===== src/rtcc_pkg.sv =====
// Register map, field layout, reset values and sub-timer geometry of the
// real-time clock chain. Assumes a 32-bit APB with byte addresses.
package rtcc_pkg;

	localparam int          ADDR_W          = 12;
	localparam int          DATA_W          = 32;
	localparam int          WORD_W          = 16;

	// Register byte offsets
	localparam logic [11:0] OFS_CONTROL     = 12'h000;
	localparam logic [11:0] OFS_PRESCALER   = 12'h004;
	localparam logic [11:0] OFS_PRESC_RELOAD = 12'h008;
	localparam logic [11:0] OFS_COUNT_LOW   = 12'h00C;
	localparam logic [11:0] OFS_COUNT_HIGH  = 12'h010;
	localparam logic [11:0] OFS_RELOAD_LOW  = 12'h014;
	localparam logic [11:0] OFS_RELOAD_HIGH = 12'h018;
	localparam logic [11:0] OFS_IRQ_SUBNODE = 12'h01C;

	// Control register fields
	localparam int          CTRL_RUN_BIT    = 0;
	localparam int          CTRL_DOWN_BIT   = 2;
	localparam int          CTRL_UP_BIT     = 3;
	localparam logic        RUN_RESET       = 1'b1;

	// Reset value of the data registers and prescaler overflow value
	localparam logic [15:0] WORD_RESET      = 16'h0000;
	localparam logic [15:0] PRESC_MAX       = 16'hFFFF;

	// Values software is advised to use: ms, s, min, h, day
	localparam logic [15:0] TYP_PRESC_RELOAD = 16'hF448;
	localparam logic [15:0] TYP_RELOAD_LOW  = 16'h1018;
	localparam logic [15:0] TYP_RELOAD_HIGH = 16'hFA04;

	// Sub-timers inside the 32-bit time counter: sec, min, hour, day
	localparam int          NUM_SUB         = 4;
	localparam int          SUB_LSB [NUM_SUB] = '{0, 10, 16, 22};
	localparam int          SUB_W   [NUM_SUB] = '{10, 6, 6, 10};

	// Interrupt subnode layout
	localparam int          ISN_TICK_EN     = 0;
	localparam int          ISN_TICK_FLAG   = 1;
	localparam int          ISN_SUB_EN0     = 2;
	localparam int          ISN_SUB_FLAG0   = 3;
	localparam int          NUM_SRC         = NUM_SUB + 1;

endpackage : rtcc_pkg


===== src/rtcc_edge_sync.sv =====
// Two-flop synchroniser for the asynchronous count clock, with a rising
// edge pulse taken from the synchronised copy. Runs on the system clock.
module rtcc_edge_sync
(
	// System
	input  wire logic pclk,
	input  wire logic presetn,
	// Asynchronous level
	input  wire logic async_in,
	// One-cycle pulse per rising edge
	output logic      rise_pulse
);

	logic meta_reg;
	logic sync_reg;
	logic last_reg;

	always_ff @(posedge pclk or negedge presetn)
	begin
		if (!presetn)
		begin
			meta_reg <= 1'b0;
			sync_reg <= 1'b0;
			last_reg <= 1'b0;
		end
		else
		begin
			meta_reg <= async_in;
			sync_reg <= meta_reg;
			last_reg <= sync_reg;
		end
	end

	assign rise_pulse = sync_reg & ~last_reg;

endmodule : rtcc_edge_sync


===== src/rtcc_subtimer.sv =====
// One reloadable up-counting stage of the time counter. Software load
// has priority; an increment at all ones reloads and signals overflow.
module rtcc_subtimer
#(
	parameter int W = 10
)
(
	// System
	input  wire logic         pclk,
	input  wire logic         presetn,
	// Control
	input  wire logic         inc,
	input  wire logic         load,
	input  wire logic [W-1:0] load_val,
	input  wire logic [W-1:0] reload_val,
	// State
	output logic [W-1:0]      count,
	output logic              ovf
);

	logic [W-1:0] count_reg;

	assign ovf   = inc & ~load & (&count_reg);
	assign count = count_reg;

	always_ff @(posedge pclk or negedge presetn)
	begin
		if (!presetn)
			count_reg <= '0;
		else if (load)
			count_reg <= load_val;
		else if (ovf)
			count_reg <= reload_val;
		else if (inc)
			count_reg <= count_reg + W'(1);
	end

endmodule : rtcc_subtimer


===== src/rtcc_chain.sv =====
// Real-time clock: reloadable 16-bit tick prescaler feeding four reloadable
// sub-timers, with an interrupt subnode. APB slave, zero wait states.
// Assumes a free-running count clock input, asynchronous to pclk.

// Function
// - Count clock is asynchronous; it is synchronised into the system clock.
// - A 16-bit reloadable prescaler drives a 32-bit time counter, two words.
// - Each prescaler overflow reloads it from the prescaler reload register.
// - A reload written during the overflow cycle passes straight through.
// - Counting only while run bit is set; reset sets the run bit.
// - Step-down or step-up bit adjusts prescaler once, then hardware clears it.
// - Only hardware reset clears registers; counting never stops for idle.
// - Every prescaler overflow raises the tick interrupt request.
// - Each sub-timer overflow raises its own interrupt request.
// - Each source has enable and flag; enabled flags ORed to one request.
// - Flags stay set until software clears them by writing one.
// - Combined request feeds one input of the shared interrupt subnode.
// - Reloads F448, 1018, FA04 give ms, s, min, hour, day overflows.
// - All reloads zero makes a 48-bit binary counter at count rate.
// - Low word: seconds 9..0, minutes 15..10; high: hours 5..0, days 15..6.
// - Control: run bit 0, step-down bit 2, step-up bit 3.
// - Subnode: tick enable 0, flag 1; sub-timer n enable 2+2n, flag 3+2n.
module rtcc_chain
(
	// System
	input  wire logic        pclk,
	input  wire logic        presetn,
	// APB slave
	input  wire logic        psel,
	input  wire logic        penable,
	input  wire logic        pwrite,
	input  wire logic [11:0] paddr,
	input  wire logic [31:0] pwdata,
	input  wire logic [3:0]  pstrb,
	output logic [31:0]      prdata,
	output logic             pready,
	output logic             pslverr,
	// Count clock
	input  wire logic        count_clk_in,
	// Combined request to the shared interrupt subnode
	output logic             clock_irq
);

	// Address decode shared by the error answer and the write strobes
	function automatic logic rtcc_is_mapped(input logic [11:0] a);
		logic hit;
		hit = 1'b0;
		unique case (a)
			rtcc_pkg::OFS_CONTROL,
			rtcc_pkg::OFS_PRESCALER,
			rtcc_pkg::OFS_PRESC_RELOAD,
			rtcc_pkg::OFS_COUNT_LOW,
			rtcc_pkg::OFS_COUNT_HIGH,
			rtcc_pkg::OFS_RELOAD_LOW,
			rtcc_pkg::OFS_RELOAD_HIGH,
			rtcc_pkg::OFS_IRQ_SUBNODE:
				hit = 1'b1;
			default:
				hit = 1'b0;
		endcase
		return hit;
	endfunction : rtcc_is_mapped

	// Strobe of one register's write, qualified by a mapped access
	function automatic logic rtcc_wr_hit(input logic wr_valid,
		input logic [11:0] a, input logic [11:0] ofs);
		return wr_valid && a == ofs;
	endfunction : rtcc_wr_hit

	logic        count_edge;
	logic        count_tick;
	logic        acc;
	logic        wr;
	logic        wr_ok;
	logic [15:0] wdat;
	logic        wr_ctrl;
	logic        wr_presc;
	logic        wr_prel;
	logic        wr_cntl;
	logic        wr_cnth;
	logic        wr_rell;
	logic        wr_relh;
	logic        wr_isn;
	logic        run_reg;
	logic        step_down_reg;
	logic        step_up_reg;
	logic        step_up_go;
	logic        step_down_go;
	logic [15:0] presc_reg;
	logic [15:0] presc_reload_reg;
	logic [15:0] reload_src;
	logic        presc_ovf;
	logic [15:0] reload_low_reg;
	logic [15:0] reload_high_reg;
	logic [31:0] time_reload;
	logic [31:0] time_count;
	logic [31:0] wr_word32;
	logic [rtcc_pkg::NUM_SUB:0]   carry;
	logic [rtcc_pkg::NUM_SRC-1:0] irq_en_reg;
	logic [rtcc_pkg::NUM_SRC-1:0] irq_flag_reg;
	logic [rtcc_pkg::NUM_SRC-1:0] irq_event;
	logic [15:0] ctrl_word;
	logic [15:0] subnode_word;
	logic [15:0] rd_word;
	logic [31:0] prdata_reg;

	// Count clock crossing
	rtcc_edge_sync u_sync
	(
		.pclk       (pclk),
		.presetn    (presetn),
		.async_in   (count_clk_in),
		.rise_pulse (count_edge)
	);

	assign count_tick = count_edge & run_reg;

	// APB decode; byte strobes not honoured, registers are word-wide
	assign acc      = psel & penable;
	assign wr       = acc & pwrite;
	assign wr_ok    = wr & rtcc_is_mapped(paddr);
	assign wdat     = pwdata[15:0];
	assign wr_ctrl  = rtcc_wr_hit(wr_ok, paddr, rtcc_pkg::OFS_CONTROL);
	assign wr_presc = rtcc_wr_hit(wr_ok, paddr, rtcc_pkg::OFS_PRESCALER);
	assign wr_prel  = rtcc_wr_hit(wr_ok, paddr, rtcc_pkg::OFS_PRESC_RELOAD);
	assign wr_cntl  = rtcc_wr_hit(wr_ok, paddr, rtcc_pkg::OFS_COUNT_LOW);
	assign wr_cnth  = rtcc_wr_hit(wr_ok, paddr, rtcc_pkg::OFS_COUNT_HIGH);
	assign wr_rell  = rtcc_wr_hit(wr_ok, paddr, rtcc_pkg::OFS_RELOAD_LOW);
	assign wr_relh  = rtcc_wr_hit(wr_ok, paddr, rtcc_pkg::OFS_RELOAD_HIGH);
	assign wr_isn   = rtcc_wr_hit(wr_ok, paddr, rtcc_pkg::OFS_IRQ_SUBNODE);

	assign pready  = 1'b1;
	assign pslverr = acc & ~rtcc_is_mapped(paddr);

	// Control register; asynchronous reset only, no soft clear path
	always_ff @(posedge pclk or negedge presetn)
	begin
		if (!presetn)
			run_reg <= rtcc_pkg::RUN_RESET;
		else if (wr_ctrl)
			run_reg <= wdat[rtcc_pkg::CTRL_RUN_BIT];
	end

	// Steps wait for a cycle without a count tick, so none is lost
	assign step_up_go   = step_up_reg & ~count_tick & ~wr_presc;
	assign step_down_go = step_down_reg & ~step_up_reg & ~count_tick
		& ~wr_presc;

	// A step written while one is pending merges into it
	always_ff @(posedge pclk or negedge presetn)
	begin
		if (!presetn)
			step_up_reg <= 1'b0;
		else
			step_up_reg <= (wr_ctrl & wdat[rtcc_pkg::CTRL_UP_BIT])
				| (step_up_reg & ~step_up_go);
	end

	always_ff @(posedge pclk or negedge presetn)
	begin
		if (!presetn)
			step_down_reg <= 1'b0;
		else
			step_down_reg <= (wr_ctrl & wdat[rtcc_pkg::CTRL_DOWN_BIT])
				| (step_down_reg & ~step_down_go);
	end

	// Tick prescaler
	assign presc_ovf = (count_tick | step_up_go) & ~wr_presc
		& (presc_reg == rtcc_pkg::PRESC_MAX);
	assign reload_src = wr_prel ? wdat : presc_reload_reg;

	always_ff @(posedge pclk or negedge presetn)
	begin
		if (!presetn)
			presc_reg <= rtcc_pkg::WORD_RESET;
		else if (wr_presc)
			presc_reg <= wdat;
		else if (presc_ovf)
			presc_reg <= reload_src;
		else if (count_tick | step_up_go)
			presc_reg <= presc_reg + 16'h0001;
		else if (step_down_go)
			presc_reg <= presc_reg - 16'h0001;
	end

	always_ff @(posedge pclk or negedge presetn)
	begin
		if (!presetn)
			presc_reload_reg <= rtcc_pkg::WORD_RESET;
		else if (wr_prel)
			presc_reload_reg <= wdat;
	end

	always_ff @(posedge pclk or negedge presetn)
	begin
		if (!presetn)
			reload_low_reg <= rtcc_pkg::WORD_RESET;
		else if (wr_rell)
			reload_low_reg <= wdat;
	end

	always_ff @(posedge pclk or negedge presetn)
	begin
		if (!presetn)
			reload_high_reg <= rtcc_pkg::WORD_RESET;
		else if (wr_relh)
			reload_high_reg <= wdat;
	end

	// Sub-timers take their reload fields from this joined word
	assign time_reload = {reload_high_reg, reload_low_reg};

	// Time counter: carry ripples from prescaler through four stages
	assign carry[0]  = presc_ovf;
	assign wr_word32 = wr_cntl ? {16'h0000, wdat} : {wdat, 16'h0000};

	generate
		for (genvar i = 0; i < rtcc_pkg::NUM_SUB; i++)
		begin : g_sub
			localparam int LSB = rtcc_pkg::SUB_LSB[i];
			localparam int W   = rtcc_pkg::SUB_W[i];
			logic load;
			assign load = (i < 2) ? wr_cntl : wr_cnth;
			rtcc_subtimer #(.W(W)) u_sub
			(
				.pclk       (pclk),
				.presetn    (presetn),
				.inc        (carry[i]),
				.load       (load),
				.load_val   (wr_word32[LSB +: W]),
				.reload_val (time_reload[LSB +: W]),
				.count      (time_count[LSB +: W]),
				.ovf        (carry[i+1])
			);
		end
	endgenerate

	// Interrupt subnode
	assign irq_event = {carry[rtcc_pkg::NUM_SUB:1], presc_ovf};

	generate
		for (genvar s = 0; s < rtcc_pkg::NUM_SRC; s++)
		begin : g_irq
			// Source 0 is the tick, then sub-timers from seconds upward
			localparam int EN_POS   = rtcc_pkg::ISN_TICK_EN + 2 * s;
			localparam int FLAG_POS = rtcc_pkg::ISN_TICK_FLAG + 2 * s;
			always_ff @(posedge pclk or negedge presetn)
			begin
				if (!presetn)
				begin
					irq_en_reg[s]   <= 1'b0;
					irq_flag_reg[s] <= 1'b0;
				end
				else
				begin
					if (wr_isn)
						irq_en_reg[s] <= wdat[EN_POS];
					// Set wins over a clear in the same cycle
					irq_flag_reg[s] <= irq_event[s] | (irq_flag_reg[s]
						& ~(wr_isn & wdat[FLAG_POS]));
				end
			end
			assign subnode_word[EN_POS]   = irq_en_reg[s];
			assign subnode_word[FLAG_POS] = irq_flag_reg[s];
		end
	endgenerate

	assign subnode_word[15:2*rtcc_pkg::NUM_SRC] = '0;
	assign clock_irq = |(irq_en_reg & irq_flag_reg);

	// Control read-back; pending step bits show until they are applied
	always_comb
	begin
		ctrl_word                          = 16'h0000;
		ctrl_word[rtcc_pkg::CTRL_RUN_BIT]  = run_reg;
		ctrl_word[rtcc_pkg::CTRL_DOWN_BIT] = step_down_reg;
		ctrl_word[rtcc_pkg::CTRL_UP_BIT]   = step_up_reg;
	end

	// Read mux; data captured in setup phase so it is stable in access
	always_comb
	begin
		unique case (paddr)
			rtcc_pkg::OFS_CONTROL:      rd_word = ctrl_word;
			rtcc_pkg::OFS_PRESCALER:    rd_word = presc_reg;
			rtcc_pkg::OFS_PRESC_RELOAD: rd_word = presc_reload_reg;
			rtcc_pkg::OFS_COUNT_LOW:    rd_word = time_count[15:0];
			rtcc_pkg::OFS_COUNT_HIGH:   rd_word = time_count[31:16];
			rtcc_pkg::OFS_RELOAD_LOW:   rd_word = reload_low_reg;
			rtcc_pkg::OFS_RELOAD_HIGH:  rd_word = reload_high_reg;
			rtcc_pkg::OFS_IRQ_SUBNODE:  rd_word = subnode_word;
			default:                    rd_word = 16'h0000;
		endcase
	end

	always_ff @(posedge pclk or negedge presetn)
	begin
		if (!presetn)
			prdata_reg <= 32'h00000000;
		else if (psel & ~penable)
			prdata_reg <= {16'h0000, rd_word};
	end

	assign prdata = prdata_reg;

endmodule : rtcc_chain


===== config.mk =====
export PLATFORM = sky130hd
export DESIGN_NAME = rtcc_chain
export DESIGN_NICKNAME = d
export VERILOG_FILES = /design/src/rtcc_pkg.sv /design/src/rtcc_edge_sync.sv /design/src/rtcc_subtimer.sv /design/src/rtcc_chain.sv
export SDC_FILE = /design/constraint.sdc
export NUM_CORES = 1
export LEC_CHECK = 0
export BUFFER_PORTS_ARGS = -buffer_cell sky130_fd_sc_hd__buf_4
export CORE_MARGIN = 3
export CORE_UTILIZATION = 45
export CTS_CLUSTER_DIAMETER = 120
export CTS_CLUSTER_SIZE = 25
export DETAILED_ROUTE_END_ITERATION = 12
export HOLD_SLACK_MARGIN = 0.15
export SLEW_MARGIN = 20
export SYNTH_ARGS = -nofsm -noshare
export SYNTH_HDL_FRONTEND = slang
export SYNTH_SLANG_ARGS = --single-unit
export TNS_END_PERCENT = 50

===== constraint.sdc =====
create_clock -name pclk -period 3.5 [get_ports pclk]
set_input_delay 0.35 -clock pclk [delete_from_list [all_inputs] [get_ports pclk]]
set_output_delay 0.35 -clock pclk [all_outputs]
set_load 0.005 [all_outputs]

==> impl_metrics.csv, run 1 <==
group,metric,value,unit
routing,wirelength,24100,um
cts,cts_buffers,17,
synthesis,yosysSeqAreaShare,41.8,%
layout,postLayoutCellArea,8930,um^2
cts,cts-root-buf,"clkbuf_16",
floorplanning,fp.dieW,136,um
cts,clkLatencyLatePin,430,ps
flow_run,drv_cap,0,
synthesis,yosysTopAreaCell,"dfrtp_1",
floorplanning,io_pins,89,
routing,via_per_inst,6.26,
timing,period_needed,3080,ps
synthesis,synth_most_common_cell,"dfrtp_1",
routing,antenna_left,0,
power,power_frac_clock,53.0,%
timing,max_clock_freq,325,MHz
floorplanning,die_h,136,um
power,power,0.00346,W
setup_path,reg2reg_depth,9,
timing,slew_headroom,51.2,%
layout,largest_reg_flops,32,
synthesis,async_flop_share,100,%
hold_path,min_path_cells,3,
synthesis,ys_ff_latch,128,
layout,final_util,53.7,%
timing,rsz0062_at_grt,"no",
power,intPower,0.00270,W
timing,fin_tns_setup,0,ps
global_route,antenna_found_initial,0,
timing,hold_viol,0,
global_route,track_usage,27.0,%
setup_path,crit_required,3840,ps
power,comb_power_share,4.0,%
setup_path,max_stage_delay,540,ps
setup_path,cp-start-kind,"flip-flop",
timing,fin_crit_sh,88.0,%
synthesis,synth_common_cells,"127 x dfrtp_1, 107 x nand2_1, 55 x o21ai_0, 49 x nor2_1, 44 x mux2_2",
layout,diodes,0,
setup_path,worstSetupPathType,"flip-flop to flip-flop",
timing,clock_skew,10.3,ps
cts,path_clk_slew,60,ps
synthesis,postSynthCellCount,823,
cts,post_cts_resized,0,
setup_path,worstPathArrival,3420,ps
global_route,grt_pass1_vias,6635,
placement,place_area,8300,um^2
synthesis,ys_types,66,
timing,max_slew.worst_pin.slew,714,ps
cts,tritoncts,"done",
synthesis,yosysWarnings,0,
synthesis,synth-edff-count,0,
synthesis,synthTopCellsByArea,"dfrtp_1 41%, mux2_2 6.5%, nand2_1 5.2%",
synthesis,avgSynthCellArea,9.31,um^2
routing,drt_iter0_markers,809,
layout,fin_nets,931,
floorplanning,die_area,18600,um^2
hold_path,hp-class,"primary input to flip-flop",
floorplanning,core_area,16600,um^2
routing,vias,6921,
routing,drt_pass1_iterations,6,
timing,holdWs,207,ps
cts,post_cts_buffers,0,
placement,hpwl,17600,um
power,power_frac_seq,43.0,%
power,irDropWorstVdd,0.346,mV
synthesis,syn-cell-area,7660,um^2
global_route,grt_max_degree,53,
run_status,status,"completed",
global_route,overflow,0,
floorplanning,start_util,46.0,%
routing,drc_errors,0,
setup_path,crit_chain,"ha_1 -> nand4_1 -> or3_1 -> a21oi_1 -> and4_1 -> buf_4 -> nand2_1 -> mux2i_1 -> o21ai_0",
cts,clock_path_buffers,2,
placement,gp_congestion,0.941,
global_route,grt_pass1_wl,38200,um
power,switchingPower,0.000759,W
power,cellPowerDensity,387,nW/um^2
cts,cts.htree.levels,4,
layout,drive_above_1_share,21.7,%
layout,syn_to_final_growth,16.6,%
setup_path,cp_slowest_cell,"and4_1",
synthesis,post-synth-top-area-fraction,41.5,%
timing,slew_violations,0,
setup_path,path_max_fanout,12,
power,swShare,22.0,%
timing,setup_viol,0,
floorplanning,std_cell_rows,47,
placement,numPortBuffers,51,
layout,fill_cells,1515,
cts,cts_sinks,128,
routing,wl_per_cell,21.8,um
setup_path,end_kind,"flip-flop",
synthesis,synth-main-ff-cell,"dfrtp_1",
power,p_leak,4.20,nW
layer usage:
| layer | track usage, % | part of all wire (%) | routed length (um) | vias up |
|---|---|---|---|---|
| li1 | - | - | - | 3147 |
| met1 | 39.6 | 45 | 10900 | 3413 |
| met2 | 40.2 | 44 | 10700 | 319 |
| met3 | 5.07 | 8.1 | 1950 | 42 |
| met4 | 8.45 | 2.0 | 490 | 0 |
| met5 | 0 | 0 | 0 | - |
cell families after synthesis:
logic type	share of synthesized area (%)
buffers and inverters	5.63
adders and majority gates	0.817
muxes	9.54
DFF	41.8
other	0.0980
AOI/OAI and AO/OA	21.5
and+or+nand+nor	18.9
xor gates and xnor gates	1.71
critical path, delay by kind of cell (launching register included):
kind | cells | cell delay [ps]
buffers and inverters | 1 | 240
muxes | 1 | 150
and+or+nand+nor | 4 | 1340
adders and majority gates | 1 | 330
AOI/OAI and AO/OA | 2 | 430
DFF | 1 | 500
power by group through the flow:
stage / Sequential (W) / Clock (W) / Combinational (W)
floorplan: 0.00151 / 0 / 0.0000492
global placement: 0.00151 / 0 / 0.000136
detailed placement: 0.00151 / 0 / 0.000137
CTS: 0.00149 / 0.00185 / 0.000139
global route: 0.00149 / 0.00192 / 0.000154
finish: 0.00149 / 0.00183 / 0.000139
placed cells by master, fill, tap and decap left out, types with 18 or more instances in the layout:
cell,n
nand3_1,41
nand2_1,107
dfrtp_1,127
a21oi_1,37
a22oi_1,40
and3_1,20
buf_4,84
o21ai_0,55
nor2_1,49
mux2_2,44
nor3_1,18
area by class of cell:
cell class	count	area, um^2	area share (%)
multi-input cells	627	4110	46.1
flip-flops and latches	128	3200	35.9
repair buffers	88	691	7.73
clock buffers	22	474	5.31
well taps	220	275	3.08
clock inverters	10	134	1.50
inverters	10	37.5	0.420
timing repair:
item | 4_1_cts | 5_1_grt
endpoints found under the hold margin | 51 | 0
hold buffers | 2 | 0
setup endpoints to repair | 0 | 0
path summary, 6_finish.rpt:
check                                     endpoint                    start  slack, ps
min reg2reg                        u_sync.sync_reg          u_sync.meta_reg        350
max                        g_sub[3].u_sub.count[1]  g_sub[0].u_sub.count[0]        420
min in group asynchronous      reload_high_reg[12]                  presetn        530
max reg2reg                g_sub[3].u_sub.count[1]  g_sub[0].u_sub.count[0]        420
min                        g_sub[2].u_sub.count[4]                pwdata[4]        210
max in group asynchronous       reload_low_reg[12]                  presetn       2150
metrics by stage:
| step | setup slack [ps] | instances |
|---|---|---|
| after floorplan | 496 | 838 |
| after global placement | 251 | 1071 |
| after detailed placement | 231 | 1071 |
| after CTS | 477 | 1105 |
| after global routing | 289 | 1105 |
| final | 420 | 1105 |
Note: power is estimated with default switching activity, not from simulation.
==> inputs of run 2 (changes only) <==
--- a/config.mk
+++ b/config.mk
@@ -12,6 +12,7 @@
 export CTS_CLUSTER_SIZE = 25
 export DETAILED_ROUTE_END_ITERATION = 12
 export HOLD_SLACK_MARGIN = 0.15
+export PLACE_DENSITY = 0.67
 export SLEW_MARGIN = 20
 export SYNTH_ARGS = -nofsm -noshare
 export SYNTH_HDL_FRONTEND = slang
==> constraint.sdc (replaced) <==
create_clock -name pclk -period 2.65 [get_ports pclk]
set_input_delay 0.265 -clock pclk [delete_from_list [all_inputs] [get_ports pclk]]
set_output_delay 0.265 -clock pclk [all_outputs]
set_load 0.005 [all_outputs]
==> impl_metrics.csv, run 2 (synthesized netlist as in run 1, its figures left out) <==
group,metric,value,unit
timing,hold_viol,0,
layout,layout_commonest_cell,"buf_4",
timing,setup_viol,0,
layout,syn_to_final_growth,24.7,%
power,cellPowerDensity,494,nW/um^2
power,irDropWorstVdd,0.543,mV
cts,clock_path_buffers,2,
power,p_leak,4.53,nW
global_route,track_usage,27.0,%
routing,wirelength,24200,um
layout,final_cell_mix,"129 x buf_4, 126 x dfrtp_1, 107 x nand2_1, 55 x o21ai_0, 49 x nor2_1",
placement,gp_congestion,0.949,
global_route,grt_pass1_vias,6671,
setup_path,cp-start-kind,"flip-flop",
floorplanning,core_area,16600,um^2
routing,drt_pass1_iterations,5,
floorplanning,std_cell_rows,47,
setup_path,end_kind,"flip-flop",
setup_path,worstPathArrival,2800,ps
run_status,status,"completed",
routing,drc_errors,0,
global_route,grt_max_degree,62,
routing,drt_iter0_markers,665,
global_route,antenna_found_initial,0,
timing,slew_headroom,60.4,%
floorplanning,start_util,46.0,%
layout,final_util,57.4,%
timing,max_clock_freq,400,MHz
cts,cts_sinks,128,
placement,hpwl,18000,um
timing,fin_crit_sh,94.3,%
placement,numPortBuffers,51,
routing,via_per_inst,6.07,
timing,clock_skew,10.0,ps
floorplanning,die_area,18600,um^2
global_route,overflow,0,
global_route,grt_pass1_wl,38300,um
layout,drive_above_1_share,26.7,%
timing,rsz0062_at_grt,"no",
routing,antenna_left,0,
setup_path,path_max_fanout,6,
timing,holdWs,195,ps
cts,tritoncts,"done",
cts,cts-root-buf,"clkbuf_16",
layout,fin_nets,995,
cts,cts_buffers,17,
floorplanning,io_pins,89,
timing,slew_violations,0,
cts,cts.htree.levels,4,
routing,wl_per_cell,20.7,um
routing,vias,7090,
floorplanning,fp.dieW,136,um
cts,clkLatencyLatePin,430,ps
setup_path,crit_required,2950,ps
timing,max_slew.worst_pin.slew,594,ps
floorplanning,die_h,136,um
layout,diodes,0,
hold_path,hp-class,"primary input to flip-flop",
flow_run,drv_cap,0,
setup_path,worstSetupPathType,"flip-flop to flip-flop",
cts,post_cts_buffers,0,
timing,period_needed,2500,ps
cts,path_clk_slew,60,ps
layout,largest_reg_flops,32,
==> run 2: cell type report <==
type                       instances  area, um^2
multi-input combinational        627        4160
clock buffer                      20         457
sequential                       128        3210
fill                            1462        7090
clock inverter                    12         183
timing repair buffer             152        1240
tap                              220         275
inverter                          10        37.5
==> run 2: path summary, 6_finish.rpt <==
kind | from | endpoint | slack (ps) | depth (start not counted)
setup / recovery | run_reg | g_sub[2].u_sub.count[2] | 150 | 8
hold / removal | pwdata[5] | g_sub[0].u_sub.count[5] | 190 | 2
setup reg to reg | run_reg | g_sub[2].u_sub.count[2] | 150 | 8
hold reg to reg | u_sync.meta_reg | u_sync.sync_reg | 350 | 0
max in group asynchronous | presetn | g_sub[3].u_sub.count[8] | 1500 | 3
min in group asynchronous | presetn | u_sync.meta_reg | 400 | 2
==> run 2: layer usage <==
| layer | up-vias | GRT usage [%] | routed length [um] |
|---|---|---|---|
| met2 | 305 | 40.4 | 11000 |
| met5 | - | 0 | 0 |
| li1 | 3275 | - | - |
| met4 | 0 | 7.39 | 286 |
| met1 | 3480 | 40.1 | 11200 |
| met3 | 30 | 4.81 | 1670 |
==> run 2: stage by stage <==
| stage | worst slack [ps] | setup TNS [ps] | total power, W | std cells | area, um^2 |
|---|---|---|---|---|---|
| final | 152 | 0 | 0.00472 | 1169 | 9550 |
| after global routing | 0.991 | 0 | 0.00486 | 1169 | 9550 |
| after CTS | 89.9 | 0 | 0.00474 | 1169 | 9530 |
| after detailed placement | -113 | -241 | 0.00220 | 1120 | 8720 |
| after global placement | -58.6 | -91.3 | 0.00220 | 1120 | 8720 |
| after floorplan | 20.8 | 0 | 0.00206 | 838 | 7750 |
==> run 2: where the power goes <==
part / internal [W] / switching [W]
Combinational: 0.0000816 / 0.000141
Sequential: 0.00196 / 0.00000209
Clock: 0.00163 / 0.000905
Total: 0.00367 / 0.00105
==> run 2: what timing repair did <==
action | 4_1_cts | 5_1_grt
hold endpoints to repair | 90 | 0
gates resized for setup | 0 | 8
endpoints found under the setup margin | 0 | 10
hold buffers | 17 | 0
==> run 2: worst max-delay path: stages, from the launching register on <==
cell and delay, ps:
dfstp_2 560, and3b_2 280, o21ai_0 200, buf_4 210
nor3_1 310, nand3_1 150, nor2_1 360, a41o_1 220
o21ai_0 70
